==> config.mk <==
export PLATFORM = sky130hd
export DESIGN_NAME = alp_ctrl
export DESIGN_NICKNAME = d
export VERILOG_FILES = /design/src/logic/alp_pkg.sv /design/src/logic/alp_sync.sv /design/src/logic/alp_ctrl.sv
export SDC_FILE = /design/constraint.sdc
export NUM_CORES = 1
export LEC_CHECK = 0
export BUFFER_PORTS_ARGS = -buffer_cell sky130_fd_sc_hd__buf_2
export CAP_MARGIN = 20
export CORE_MARGIN = 4
export CORE_UTILIZATION = 56
export DETAILED_ROUTE_END_ITERATION = 8
export GPL_ROUTABILITY_DRIVEN = 0
export MAX_ROUTING_LAYER = met4
export PLACE_DENSITY_LB_ADDON = 0.05
export SYNTH_ARGS = -nofsm -noshare
export SYNTH_HDL_FRONTEND = slang
export SYNTH_SLANG_ARGS = --single-unit
==> constraint.sdc <==
create_clock -name hclk -period 4.7 [get_ports hclk]
set_input_delay 0.47 -clock hclk [delete_from_list [all_inputs] [get_ports hclk]]
set_output_delay 0.47 -clock hclk [all_outputs]
set_load 0.02 [all_outputs]
==> src/logic/alp_pkg.sv <==
// Shared constants and types for the low-power converter control block
package alp_pkg;

   // Register byte offsets on the bus
   localparam int ALP_AW = 8;
   localparam logic [7:0] ALP_OFS_CFG = 8'h00;
   localparam logic [7:0] ALP_OFS_SC2 = 8'h04;
   localparam logic [7:0] ALP_OFS_SC1 = 8'h08;
   localparam logic [7:0] ALP_OFS_RH = 8'h0C;
   localparam logic [7:0] ALP_OFS_RL = 8'h10;
   localparam logic [7:0] ALP_OFS_CVH = 8'h14;
   localparam logic [7:0] ALP_OFS_CVL = 8'h18;
   localparam logic [7:0] ALP_OFS_PC1 = 8'h1C;
   localparam logic [7:0] ALP_OFS_PC2 = 8'h20;

   // Reset values
   localparam logic [7:0] ALP_CFG_RST = 8'h00;
   localparam logic [7:0] ALP_SC2_RST = 8'h00;
   localparam logic [7:0] ALP_SC1_RST = 8'h1F;
   localparam logic [7:0] ALP_CV_RST = 8'h00;
   localparam logic [7:0] ALP_PC_RST = 8'h00;
   localparam logic [9:0] ALP_RES_RST = 10'h000;

   // Encodings
   localparam int ALP_BYTE_W = 8;
   localparam int ALP_RES_W = 10;
   localparam logic [1:0] ALP_MODE_10BIT = 2'h2;
   localparam logic [1:0] ALP_CLK_BUS = 2'h0;
   localparam logic [1:0] ALP_CLK_ASYNC = 2'h3;
   localparam logic [1:0] ALP_DIV_1 = 2'h0;
   localparam logic [4:0] ALP_CH_OFF = 5'h1F;
   localparam logic [1:0] ALP_HTRANS_NONSEQ = 2'h2;
   localparam logic [1:0] ALP_HTRANS_SEQ = 2'h3;

   // Field layouts, msb first
   typedef struct packed {
      logic low_power_select;
      logic [1:0] clock_divider;
      logic long_sample_select;
      logic [1:0] mode;
      logic [1:0] input_clock_select;
   } alp_cfg_t;

   typedef struct packed {
      logic conv_active_flag;
      logic trigger_select;
      logic compare_enable;
      logic compare_greater_select;
      logic [1:0] unimpl;
      logic [1:0] rsvd;
   } alp_sc2_t;

   typedef struct packed {
      logic conv_complete_flag;
      logic complete_irq_enable;
      logic continuous_select;
      logic [4:0] channel_select;
   } alp_sc1_t;

   typedef struct packed {
      alp_cfg_t cfg;
      alp_sc2_t sc2;
      alp_sc1_t sc1;
      logic [7:0] cvh;
      logic [7:0] cvl;
      logic [7:0] pc1;
      logic [7:0] pc2;
   } alp_regs_t;

   // System inputs crossing in from the power controller and trigger pin
   typedef struct packed {
      logic stop3;
      logic deep_stop;
      logic hw_trig;
   } alp_sys_t;

   typedef enum logic [0:0] {
      ALP_IDLE = 1'b0,
      ALP_CONV = 1'b1
   } alp_state_t;

endpackage : alp_pkg

==> src/logic/alp_sync.sv <==
// Two-flop synchroniser for a bundle of level inputs
`timescale 1ns/1ps
`default_nettype none
module alp_sync #(
   parameter int W = 3
) (
   input wire logic hclk,
   input wire logic hresetn,
   input wire logic [W-1:0] d,
   output logic [W-1:0] q
);
   logic [W-1:0] meta_ff;
   logic [W-1:0] q_ff;

   always_ff @(posedge hclk or negedge hresetn)
   begin
      if (!hresetn)
      begin
         meta_ff <= '0;
         q_ff <= '0;
      end
      else
      begin
         meta_ff <= d;
         q_ff <= meta_ff;
      end
   end

   assign q = q_ff;
endmodule : alp_sync
`default_nettype wire

==> src/logic/alp_ctrl.sv <==
// Converter control: registers, conversion sequencing and stop-mode handling
`timescale 1ns/1ps
`default_nettype none
// What this block does
// [RULE1] Stop3 without async clock aborts conversion, converter goes idle.
// [RULE2] Stop3 leaves both result bytes untouched.
// [RULE3] After an abort in stop3, only a new trigger restarts conversion.
// [RULE4] With async clock selected, converter keeps running in stop3.
// [RULE5] Running conversion finishes when stop3 entered with async clock.
// [RULE6] In stop3 with async clock, hardware trigger or continuous mode start conversions.
// [RULE7] Completion sets complete flag; interrupt out when enable is set.
// [RULE8] Software clears result blocking before stop3 with running conversions.
// [RULE9] Stop1/stop2 disables converter and returns all registers to reset.
// [RULE10] Software configures configuration, then second, then first status register.
// [RULE11] Configuration holds low power, divider, sample, resolution, clock fields.
// [RULE12] Second status register holds active, trigger, compare enable, greater fields.
// [RULE13] Second status bits 3:2 read zero; bits 1:0 reserved, write zero.
// [RULE14] First status holds complete flag, interrupt enable and channel fields.
// [RULE15] Continuous bit chooses single or repeated conversions.
// [RULE16] High byte read first; in 10-bit mode pair protected from next result.
// [RULE17] Compare value pair holds threshold for automatic compare.
// [RULE18] Pin control bit set disables that pin's general purpose I/O.
// [RULE19] First status write aborts; restarts unless channel all ones or hardware trigger selected.
// [RULE20] In 10-bit mode, blocked result is discarded, flag stays clear.
// [RULE21] Separate stop3 and stop1/stop2 inputs select abort, continue or reset.
module alp_ctrl
   import alp_pkg::*;
#(
   parameter int PINS = 16
) (
   input wire logic hclk,
   input wire logic hresetn,
   input wire logic hsel,
   input wire logic [31:0] haddr,
   input wire logic [1:0] htrans,
   input wire logic hwrite,
   input wire logic [2:0] hsize,
   input wire logic [31:0] hwdata,
   input wire logic hready,
   output logic hreadyout,
   output logic hresp,
   output logic [31:0] hrdata,
   input wire logic stop3_req,
   input wire logic deep_stop_req,
   input wire logic hw_trig,
   input wire logic conv_done,
   input wire logic [ALP_RES_W-1:0] conv_data,
   output logic conv_start,
   output logic conv_abort,
   output logic [4:0] conv_channel,
   output alp_cfg_t conv_cfg,
   output logic conv_irq,
   output logic [PINS-1:0] pin_analog_en
);

   alp_sys_t sys_raw;
   alp_sys_t sys_s;

   alp_regs_t regs_ff;
   alp_regs_t nxt_regs;
   logic [ALP_RES_W-1:0] result_ff;
   logic [ALP_RES_W-1:0] nxt_result;
   logic block_ff;
   logic nxt_block;
   alp_state_t st_ff;
   alp_state_t nxt_st;
   logic start_ff;
   logic nxt_start;
   logic abort_ff;
   logic nxt_abort;
   logic [ALP_AW-1:0] addr_ff;
   logic [ALP_AW-1:0] nxt_addr;
   logic wr_ff;
   logic nxt_wr;
   logic [31:0] hrdata_ff;
   logic [31:0] nxt_hrdata;
   logic trig_ff;
   logic nxt_trig;
   logic stop3_ff;
   logic nxt_stop3;

   logic ph_ok;
   logic async_sel;
   logic halted;
   logic start_req;
   logic abort_req;
   logic set_conv_complete_flag;
   logic clr_conv_complete_flag;
   logic [ALP_RES_W-1:0] res_now;
   logic [ALP_RES_W-1:0] cmp_val;
   logic cmp_true;
   logic [7:0] wbyte;
   alp_sc1_t wsc1;
   alp_sc2_t wsc2;

   function automatic alp_regs_t regs_reset();
      alp_regs_t r;
      r.cfg = alp_cfg_t'(ALP_CFG_RST);
      r.sc2 = alp_sc2_t'(ALP_SC2_RST);
      r.sc1 = alp_sc1_t'(ALP_SC1_RST);
      r.cvh = ALP_CV_RST;
      r.cvl = ALP_CV_RST;
      r.pc1 = ALP_PC_RST;
      r.pc2 = ALP_PC_RST;
      return r;
   endfunction : regs_reset

   // High or low byte of a 10-bit word
   function automatic logic [7:0] hi_byte(input logic [ALP_RES_W-1:0] v);
      return 8'(v >> ALP_BYTE_W);
   endfunction : hi_byte

   function automatic logic [7:0] lo_byte(input logic [ALP_RES_W-1:0] v);
      return v[ALP_BYTE_W-1:0];
   endfunction : lo_byte

   // Read data for an address; unmapped reads as zero
   function automatic logic [31:0] rd_mux(
      input logic [ALP_AW-1:0] a,
      input alp_regs_t r,
      input logic [ALP_RES_W-1:0] res,
      input logic act
   );
      alp_sc2_t s2;
      logic [7:0] b;
      s2 = r.sc2;
      s2.conv_active_flag = act; // see [RULE12]
      s2.unimpl = '0; // see [RULE13]
      s2.rsvd = '0; // see [RULE13]
      case (a)
         ALP_OFS_CFG: b = r.cfg; // see [RULE11]
         ALP_OFS_SC2: b = s2;
         ALP_OFS_SC1: b = r.sc1; // see [RULE14]
         ALP_OFS_RH: b = hi_byte(res);
         ALP_OFS_RL: b = lo_byte(res);
         ALP_OFS_CVH: b = r.cvh;
         ALP_OFS_CVL: b = r.cvl;
         ALP_OFS_PC1: b = r.pc1;
         ALP_OFS_PC2: b = r.pc2;
         default: b = '0;
      endcase
      return 32'(b);
   endfunction : rd_mux

   alp_sync #(
      .W($bits(alp_sys_t))
   ) u_sync (
      .hclk(hclk),
      .hresetn(hresetn),
      .d(sys_raw),
      .q(sys_s)
   );

   assign sys_raw.stop3 = stop3_req;
   assign sys_raw.deep_stop = deep_stop_req;
   assign sys_raw.hw_trig = hw_trig;

   assign ph_ok = hsel && hready
      && ((htrans == ALP_HTRANS_NONSEQ) || (htrans == ALP_HTRANS_SEQ));
   assign async_sel = (regs_ff.cfg.input_clock_select == ALP_CLK_ASYNC);
   // Conversion clock stopped while in stop3 on a synchronous source
   assign halted = sys_s.stop3 && !async_sel; // see [RULE3] [RULE4]
   assign wbyte = hwdata[ALP_BYTE_W-1:0];
   assign wsc1 = alp_sc1_t'(wbyte);
   assign wsc2 = alp_sc2_t'(wbyte);

   // 8-bit mode keeps the low byte of the analog result
   assign res_now = (regs_ff.cfg.mode == ALP_MODE_10BIT) ? conv_data
      : ALP_RES_W'(lo_byte(conv_data));
   assign cmp_val = ALP_RES_W'({regs_ff.cvh, regs_ff.cvl});
   assign cmp_true = regs_ff.sc2.compare_greater_select ? (res_now >= cmp_val)
      : (res_now < cmp_val); // see [RULE17]

   always_comb
   begin
      nxt_regs = regs_ff;
      nxt_result = result_ff;
      nxt_block = block_ff;
      nxt_st = st_ff;
      nxt_start = 1'b0;
      nxt_abort = 1'b0;
      nxt_addr = addr_ff;
      nxt_wr = 1'b0;
      nxt_hrdata = hrdata_ff;
      nxt_trig = sys_s.hw_trig;
      nxt_stop3 = sys_s.stop3;
      start_req = 1'b0;
      abort_req = 1'b0;
      set_conv_complete_flag = 1'b0;
      clr_conv_complete_flag = 1'b0;

      // Address phase: latch target, reads answered here with side effects
      if (ph_ok)
      begin
         nxt_addr = haddr[ALP_AW-1:0];
         nxt_wr = hwrite;
         if (!hwrite)
         begin
            nxt_hrdata = rd_mux(haddr[ALP_AW-1:0], regs_ff, result_ff, st_ff == ALP_CONV);
            if ((haddr[ALP_AW-1:0] == ALP_OFS_RH)
               && (regs_ff.cfg.mode == ALP_MODE_10BIT))
            begin
               nxt_block = 1'b1; // see [RULE16]
            end
            if (haddr[ALP_AW-1:0] == ALP_OFS_RL)
            begin
               nxt_block = 1'b0; // see [RULE16]
               clr_conv_complete_flag = 1'b1;
            end
         end
      end

      // Data phase writes; any mode change invalidates a running conversion
      if (wr_ff)
      begin
         case (addr_ff)
            ALP_OFS_CFG:
            begin
               nxt_regs.cfg = alp_cfg_t'(wbyte); // see [RULE11]
               abort_req = 1'b1;
            end
            ALP_OFS_SC2:
            begin
               nxt_regs.sc2.trigger_select = wsc2.trigger_select; // see [RULE12]
               nxt_regs.sc2.compare_enable = wsc2.compare_enable;
               nxt_regs.sc2.compare_greater_select = wsc2.compare_greater_select;
               abort_req = 1'b1;
            end
            ALP_OFS_SC1:
            begin
               nxt_regs.sc1.complete_irq_enable = wsc1.complete_irq_enable; // see [RULE14]
               nxt_regs.sc1.continuous_select = wsc1.continuous_select; // see [RULE15]
               nxt_regs.sc1.channel_select = wsc1.channel_select;
               clr_conv_complete_flag = 1'b1;
               abort_req = 1'b1; // see [RULE19]
               if ((wsc1.channel_select != ALP_CH_OFF) && !regs_ff.sc2.trigger_select)
               begin
                  start_req = 1'b1; // see [RULE19]
               end
            end
            ALP_OFS_CVH:
            begin
               nxt_regs.cvh = wbyte; // see [RULE17]
               abort_req = 1'b1;
            end
            ALP_OFS_CVL:
            begin
               nxt_regs.cvl = wbyte; // see [RULE17]
               abort_req = 1'b1;
            end
            ALP_OFS_PC1:
            begin
               nxt_regs.pc1 = wbyte;
            end
            ALP_OFS_PC2:
            begin
               nxt_regs.pc2 = wbyte;
            end
            default:
            begin
               nxt_regs = regs_ff;
            end
         endcase
      end

      // Hardware trigger edge starts a conversion when idle
      if (sys_s.hw_trig && !trig_ff && regs_ff.sc2.trigger_select
         && (regs_ff.sc1.channel_select != ALP_CH_OFF) && (st_ff == ALP_IDLE))
      begin
         start_req = 1'b1; // see [RULE6] [RULE3]
      end

      // Stop3 entry on a synchronous clock source kills the conversion only
      if (sys_s.stop3 && !stop3_ff && !async_sel)
      begin
         abort_req = 1'b1; // see [RULE1] [RULE2] [RULE21]
      end

      // Completion handling; in stop3 with async clock this still runs
      if ((st_ff == ALP_CONV) && conv_done) // see [RULE5] [RULE4]
      begin
         nxt_st = ALP_IDLE;
         if (regs_ff.sc2.compare_enable && !cmp_true)
         begin
            start_req = regs_ff.sc1.continuous_select; // see [RULE15]
         end
         else if (block_ff && (regs_ff.cfg.mode == ALP_MODE_10BIT))
         begin
            start_req = 1'b1; // see [RULE20]
         end
         else
         begin
            nxt_result = regs_ff.sc2.compare_enable ? (res_now - cmp_val) : res_now;
            set_conv_complete_flag = 1'b1; // see [RULE7]
            start_req = regs_ff.sc1.continuous_select; // see [RULE15] [RULE6]
         end
      end

      if (abort_req)
      begin
         nxt_abort = (st_ff == ALP_CONV);
         nxt_st = ALP_IDLE; // see [RULE1]
      end
      if (start_req && !halted)
      begin
         nxt_st = ALP_CONV;
         nxt_start = 1'b1;
      end

      // Hardware set wins over a same-cycle clear
      if (clr_conv_complete_flag)
      begin
         nxt_regs.sc1.conv_complete_flag = 1'b0;
      end
      if (set_conv_complete_flag)
      begin
         nxt_regs.sc1.conv_complete_flag = 1'b1; // see [RULE7]
      end

      // Stop1/stop2: converter off and every register back to reset
      if (sys_s.deep_stop)
      begin
         nxt_regs = regs_reset(); // see [RULE9] [RULE21]
         nxt_result = ALP_RES_RST;
         nxt_block = 1'b0;
         nxt_st = ALP_IDLE;
         nxt_start = 1'b0;
         nxt_abort = (st_ff == ALP_CONV); // see [RULE9]
      end
   end

   always_ff @(posedge hclk or negedge hresetn)
   begin
      if (!hresetn)
      begin
         regs_ff <= regs_reset();
         result_ff <= ALP_RES_RST;
         block_ff <= 1'b0;
         st_ff <= ALP_IDLE;
         start_ff <= 1'b0;
         abort_ff <= 1'b0;
         addr_ff <= '0;
         wr_ff <= 1'b0;
         hrdata_ff <= '0;
         trig_ff <= 1'b0;
         stop3_ff <= 1'b0;
      end
      else
      begin
         regs_ff <= nxt_regs;
         result_ff <= nxt_result;
         block_ff <= nxt_block;
         st_ff <= nxt_st;
         start_ff <= nxt_start;
         abort_ff <= nxt_abort;
         addr_ff <= nxt_addr;
         wr_ff <= nxt_wr;
         hrdata_ff <= nxt_hrdata;
         trig_ff <= nxt_trig;
         stop3_ff <= nxt_stop3;
      end
   end

   // Zero-wait slave, always OKAY
   assign hreadyout = 1'b1;
   assign hresp = 1'b0;
   assign hrdata = hrdata_ff;

   assign conv_start = start_ff;
   assign conv_abort = abort_ff;
   assign conv_channel = regs_ff.sc1.channel_select;
   assign conv_cfg = regs_ff.cfg;
   // Wake request to the system while the flag is pending and enabled
   assign conv_irq = regs_ff.sc1.conv_complete_flag
      && regs_ff.sc1.complete_irq_enable; // see [RULE7]
   assign pin_analog_en = PINS'({regs_ff.pc2, regs_ff.pc1}); // see [RULE18]

endmodule : alp_ctrl
`default_nettype wire

==> flow_summary.toml <==
[drt]
drc = 0
routed_via_density = 5.767
wire_per_inst_microns = 19.30
ant_nets = 0
drtPass1Iterations = 5
wl_microns = 13610
via_count = 4066
drtIter0Drc = 292

[yosys]
yosysTopAreaCell = "dfrtp_1"
syn_area_sq_mm = 0.005314
ys_warn_count = 0
ys_seq_elements = 90
ys_seq_area_share_pct = 42.50
synth_top_family_by_area = "simple AND/OR/NAND/NOR gates"
synth-edff-count = 0
synth_area_leaders = "dfrtp_1, mux2i_1, buf_4"
ys_types = 69
synth_fa_ha_area_share_pct = 2.731
synth_compound_area_share_pct = 13.35
synth_xor_area_share_pct = 0.8241
muxShareOfSynthArea_pct = 13.40
synth-async-reset-ratio_pct = 100.0
synth.most_common_cell = "dfrtp_1"
netlist.area_leader.share_pct = 40.03
synth_commonest_cells = "dfrtp_1, buf_4, nor2_1"
yosys.area_share.simple_pct = 16.34
postSynthAreaPerCell_sq_um = 9.914
synth-main-ff-cell = "dfrtp_1"
synthCells = 536

[finish]
syn_to_final_growth_pct = 6.593
layout-drive-gt1-share_pct = 22.05
multi_input_area_sq_mm = 0.002576
antenna_cells = 0
nFillCells = 812
fin_nets = 670
register_area_sq_mm = 0.002258

[clocking]
clock_path_buffers = 2
root_buffer = "clkbuf_8"
clock-sinks = 90
clk_latency_ps = 360
cts_tree = "yes"
cts_resized = 0
cts_buffers = 9
htree_levels = 3
post_cts_buffers = 0
clk_pin_slew_worst_paths_ps = 90
ctsHoldBuffers = 0

[sta]
post-route-period-util_pct = 69.04
hold_ws_ps = 30.47
slew_headroom_pct = 40.69
rsz0062_at_grt = "false"
period_needed_ps = 3245
fmax_mhz = 308.2
setup_tns_ps = 0
setup_violations = 0
slew_viol_final = 0
hold_viol_final = 0
tightest_slew_ps = 889.6
fin_worst_skew_ps = 10.50

[place]
numPortBuffers = 75
dp.final_hpwl_microns = 9980

[floorplan]
placementRows = 35
core_area_sq_mm = 0.009240
initial_core_util_pct = 57.51
die_w_microns = 105.4
die_h_microns = 105.4
boundaryPins = 154
die-area_sq_mm = 0.01111

[run]
cap_violations = 0

[setup_path]
r2r_start = "conv_cfg[3]"
crit_path_max_fanout = 12
crit_required_ps = 4950
worstPathArrival_ps = 3490
critPathKind = "register to register"
end_kind = "register"
startpoint = "conv_cfg[3]"
cp-start-kind = "register"
rr_worst_depth = 9

[grt]
grt_usage_pct = 25.36
grt_pass1_wl_microns = 21410
overflow = 0
grt_pass1_vias = 3887
antenna_found_initial = 0
grt_start_max_net_pins = 59

[outcome]
outcome = "finished, final reports clean"

[power]
power_density_mw_per_mm2 = 271.6
irDropWorstVdd_mv = 0.1710
p_leak_nw = 2.673
fin_total_pwr_mw = 1.538

[min_path]
hold_path.class = "primary input to async pin"
==> per-layer routing <==
metal | global-route usage [%] | wire length (microns) | up-vias
met4 | 6.092 | 183 | 0
met3 | 3.797 | 829 | 15
met2 | 38.30 | 6298 | 158
li1 | - | - | 1886
met1 | 36.30 | 6294 | 2007
met5 | - | 0 | -
==> power by group <==
group,internal [mW],switching (mW),total (mW)
Clock,0.266,0.298,0.565
Sequential,0.791,0.0281,0.819
Combinational,0.0492,0.105,0.155
Total,1.11,0.432,1.54
==> worst paths after layout <==
kind	end	slack, ps
hold reg to reg	u_sync.q[2]	360
setup reg to reg	result_ff[9]	1460
setup / recovery	result_ff[9]	1460
min in group hclk	u_sync.meta_ff[1]	210
max in group asynchronous	pin_analog_en[4]	3600
hold / removal	hrdata[4]	30
==> final cells by class <==
| class | count | area share (%) |
|---|---|---|
| Inverter | 16 | 1.060 |
| Sequential cell | 90 | 39.87 |
| Tap cell | 129 | 2.850 |
| Clock buffer | 10 | 2.430 |
| Clock inverter | 6 | 1.237 |
| Multi-Input combinational cell | 376 | 45.48 |
| Timing Repair Buffer | 78 | 7.069 |
==> cells in the final DEF (no fill, tap or decap), drive strengths merged, types with 7 or more instances in the layout <==
cell type   n
a211oi      7
nor2b       8
mux2i      52
o21ai      16
mux2        9
clkbuf     10
ha         10
inv        18
nor2       58
dfrtp      85
nand2      54
a21oi      28
conb       26
buf        78
a311oi      7
nand3      11
==> worst max-delay path: stages, from the launching register on <==
cell	delay (ps)
dfrtp_1	420
nor2b_1	450
and2_1	220
ha_1	280
o21ai_0	170
nor2_1	70
o211a_1	240
a211oi_2	730
nand2_1	160
o311a_1	400
==> state kept, by name, summed over array words and instances, names as in the netlist, 3 cells and up <==
name / count
u_sync.q: 3
result_ff: 10
addr_ff: 8
cmp_val: 10
pin_analog_en: 16
u_sync.meta_ff: 3
conv_cfg: 8
hrdata: 8
regs_ff: 12
conv_channel: 5
==> cell families after synthesis <==
| group | Yosys count |
|---|---|
| adders and majority gates | 11 |
| muxes | 65 |
| AOI/OAI and AO/OA | 103 |
| other | 2 |
| xor gates and xnor gates | 5 |
| DFF | 90 |
| and+or+nand+nor | 166 |
| buffers and inverters | 94 |
==> metrics by stage <==
step,util (%),cell area [sq um],setup WS [ps],cells
after floorplan,-,5404,2209,560
after global placement,59.05,5456,1516,689
after detailed placement,59.05,5456,1496,689
after CTS,61.30,5664,1473,705
after global routing,61.30,5664,1174,705
final,61.30,5664,1455,705
Power figures use the tool's default switching activity.
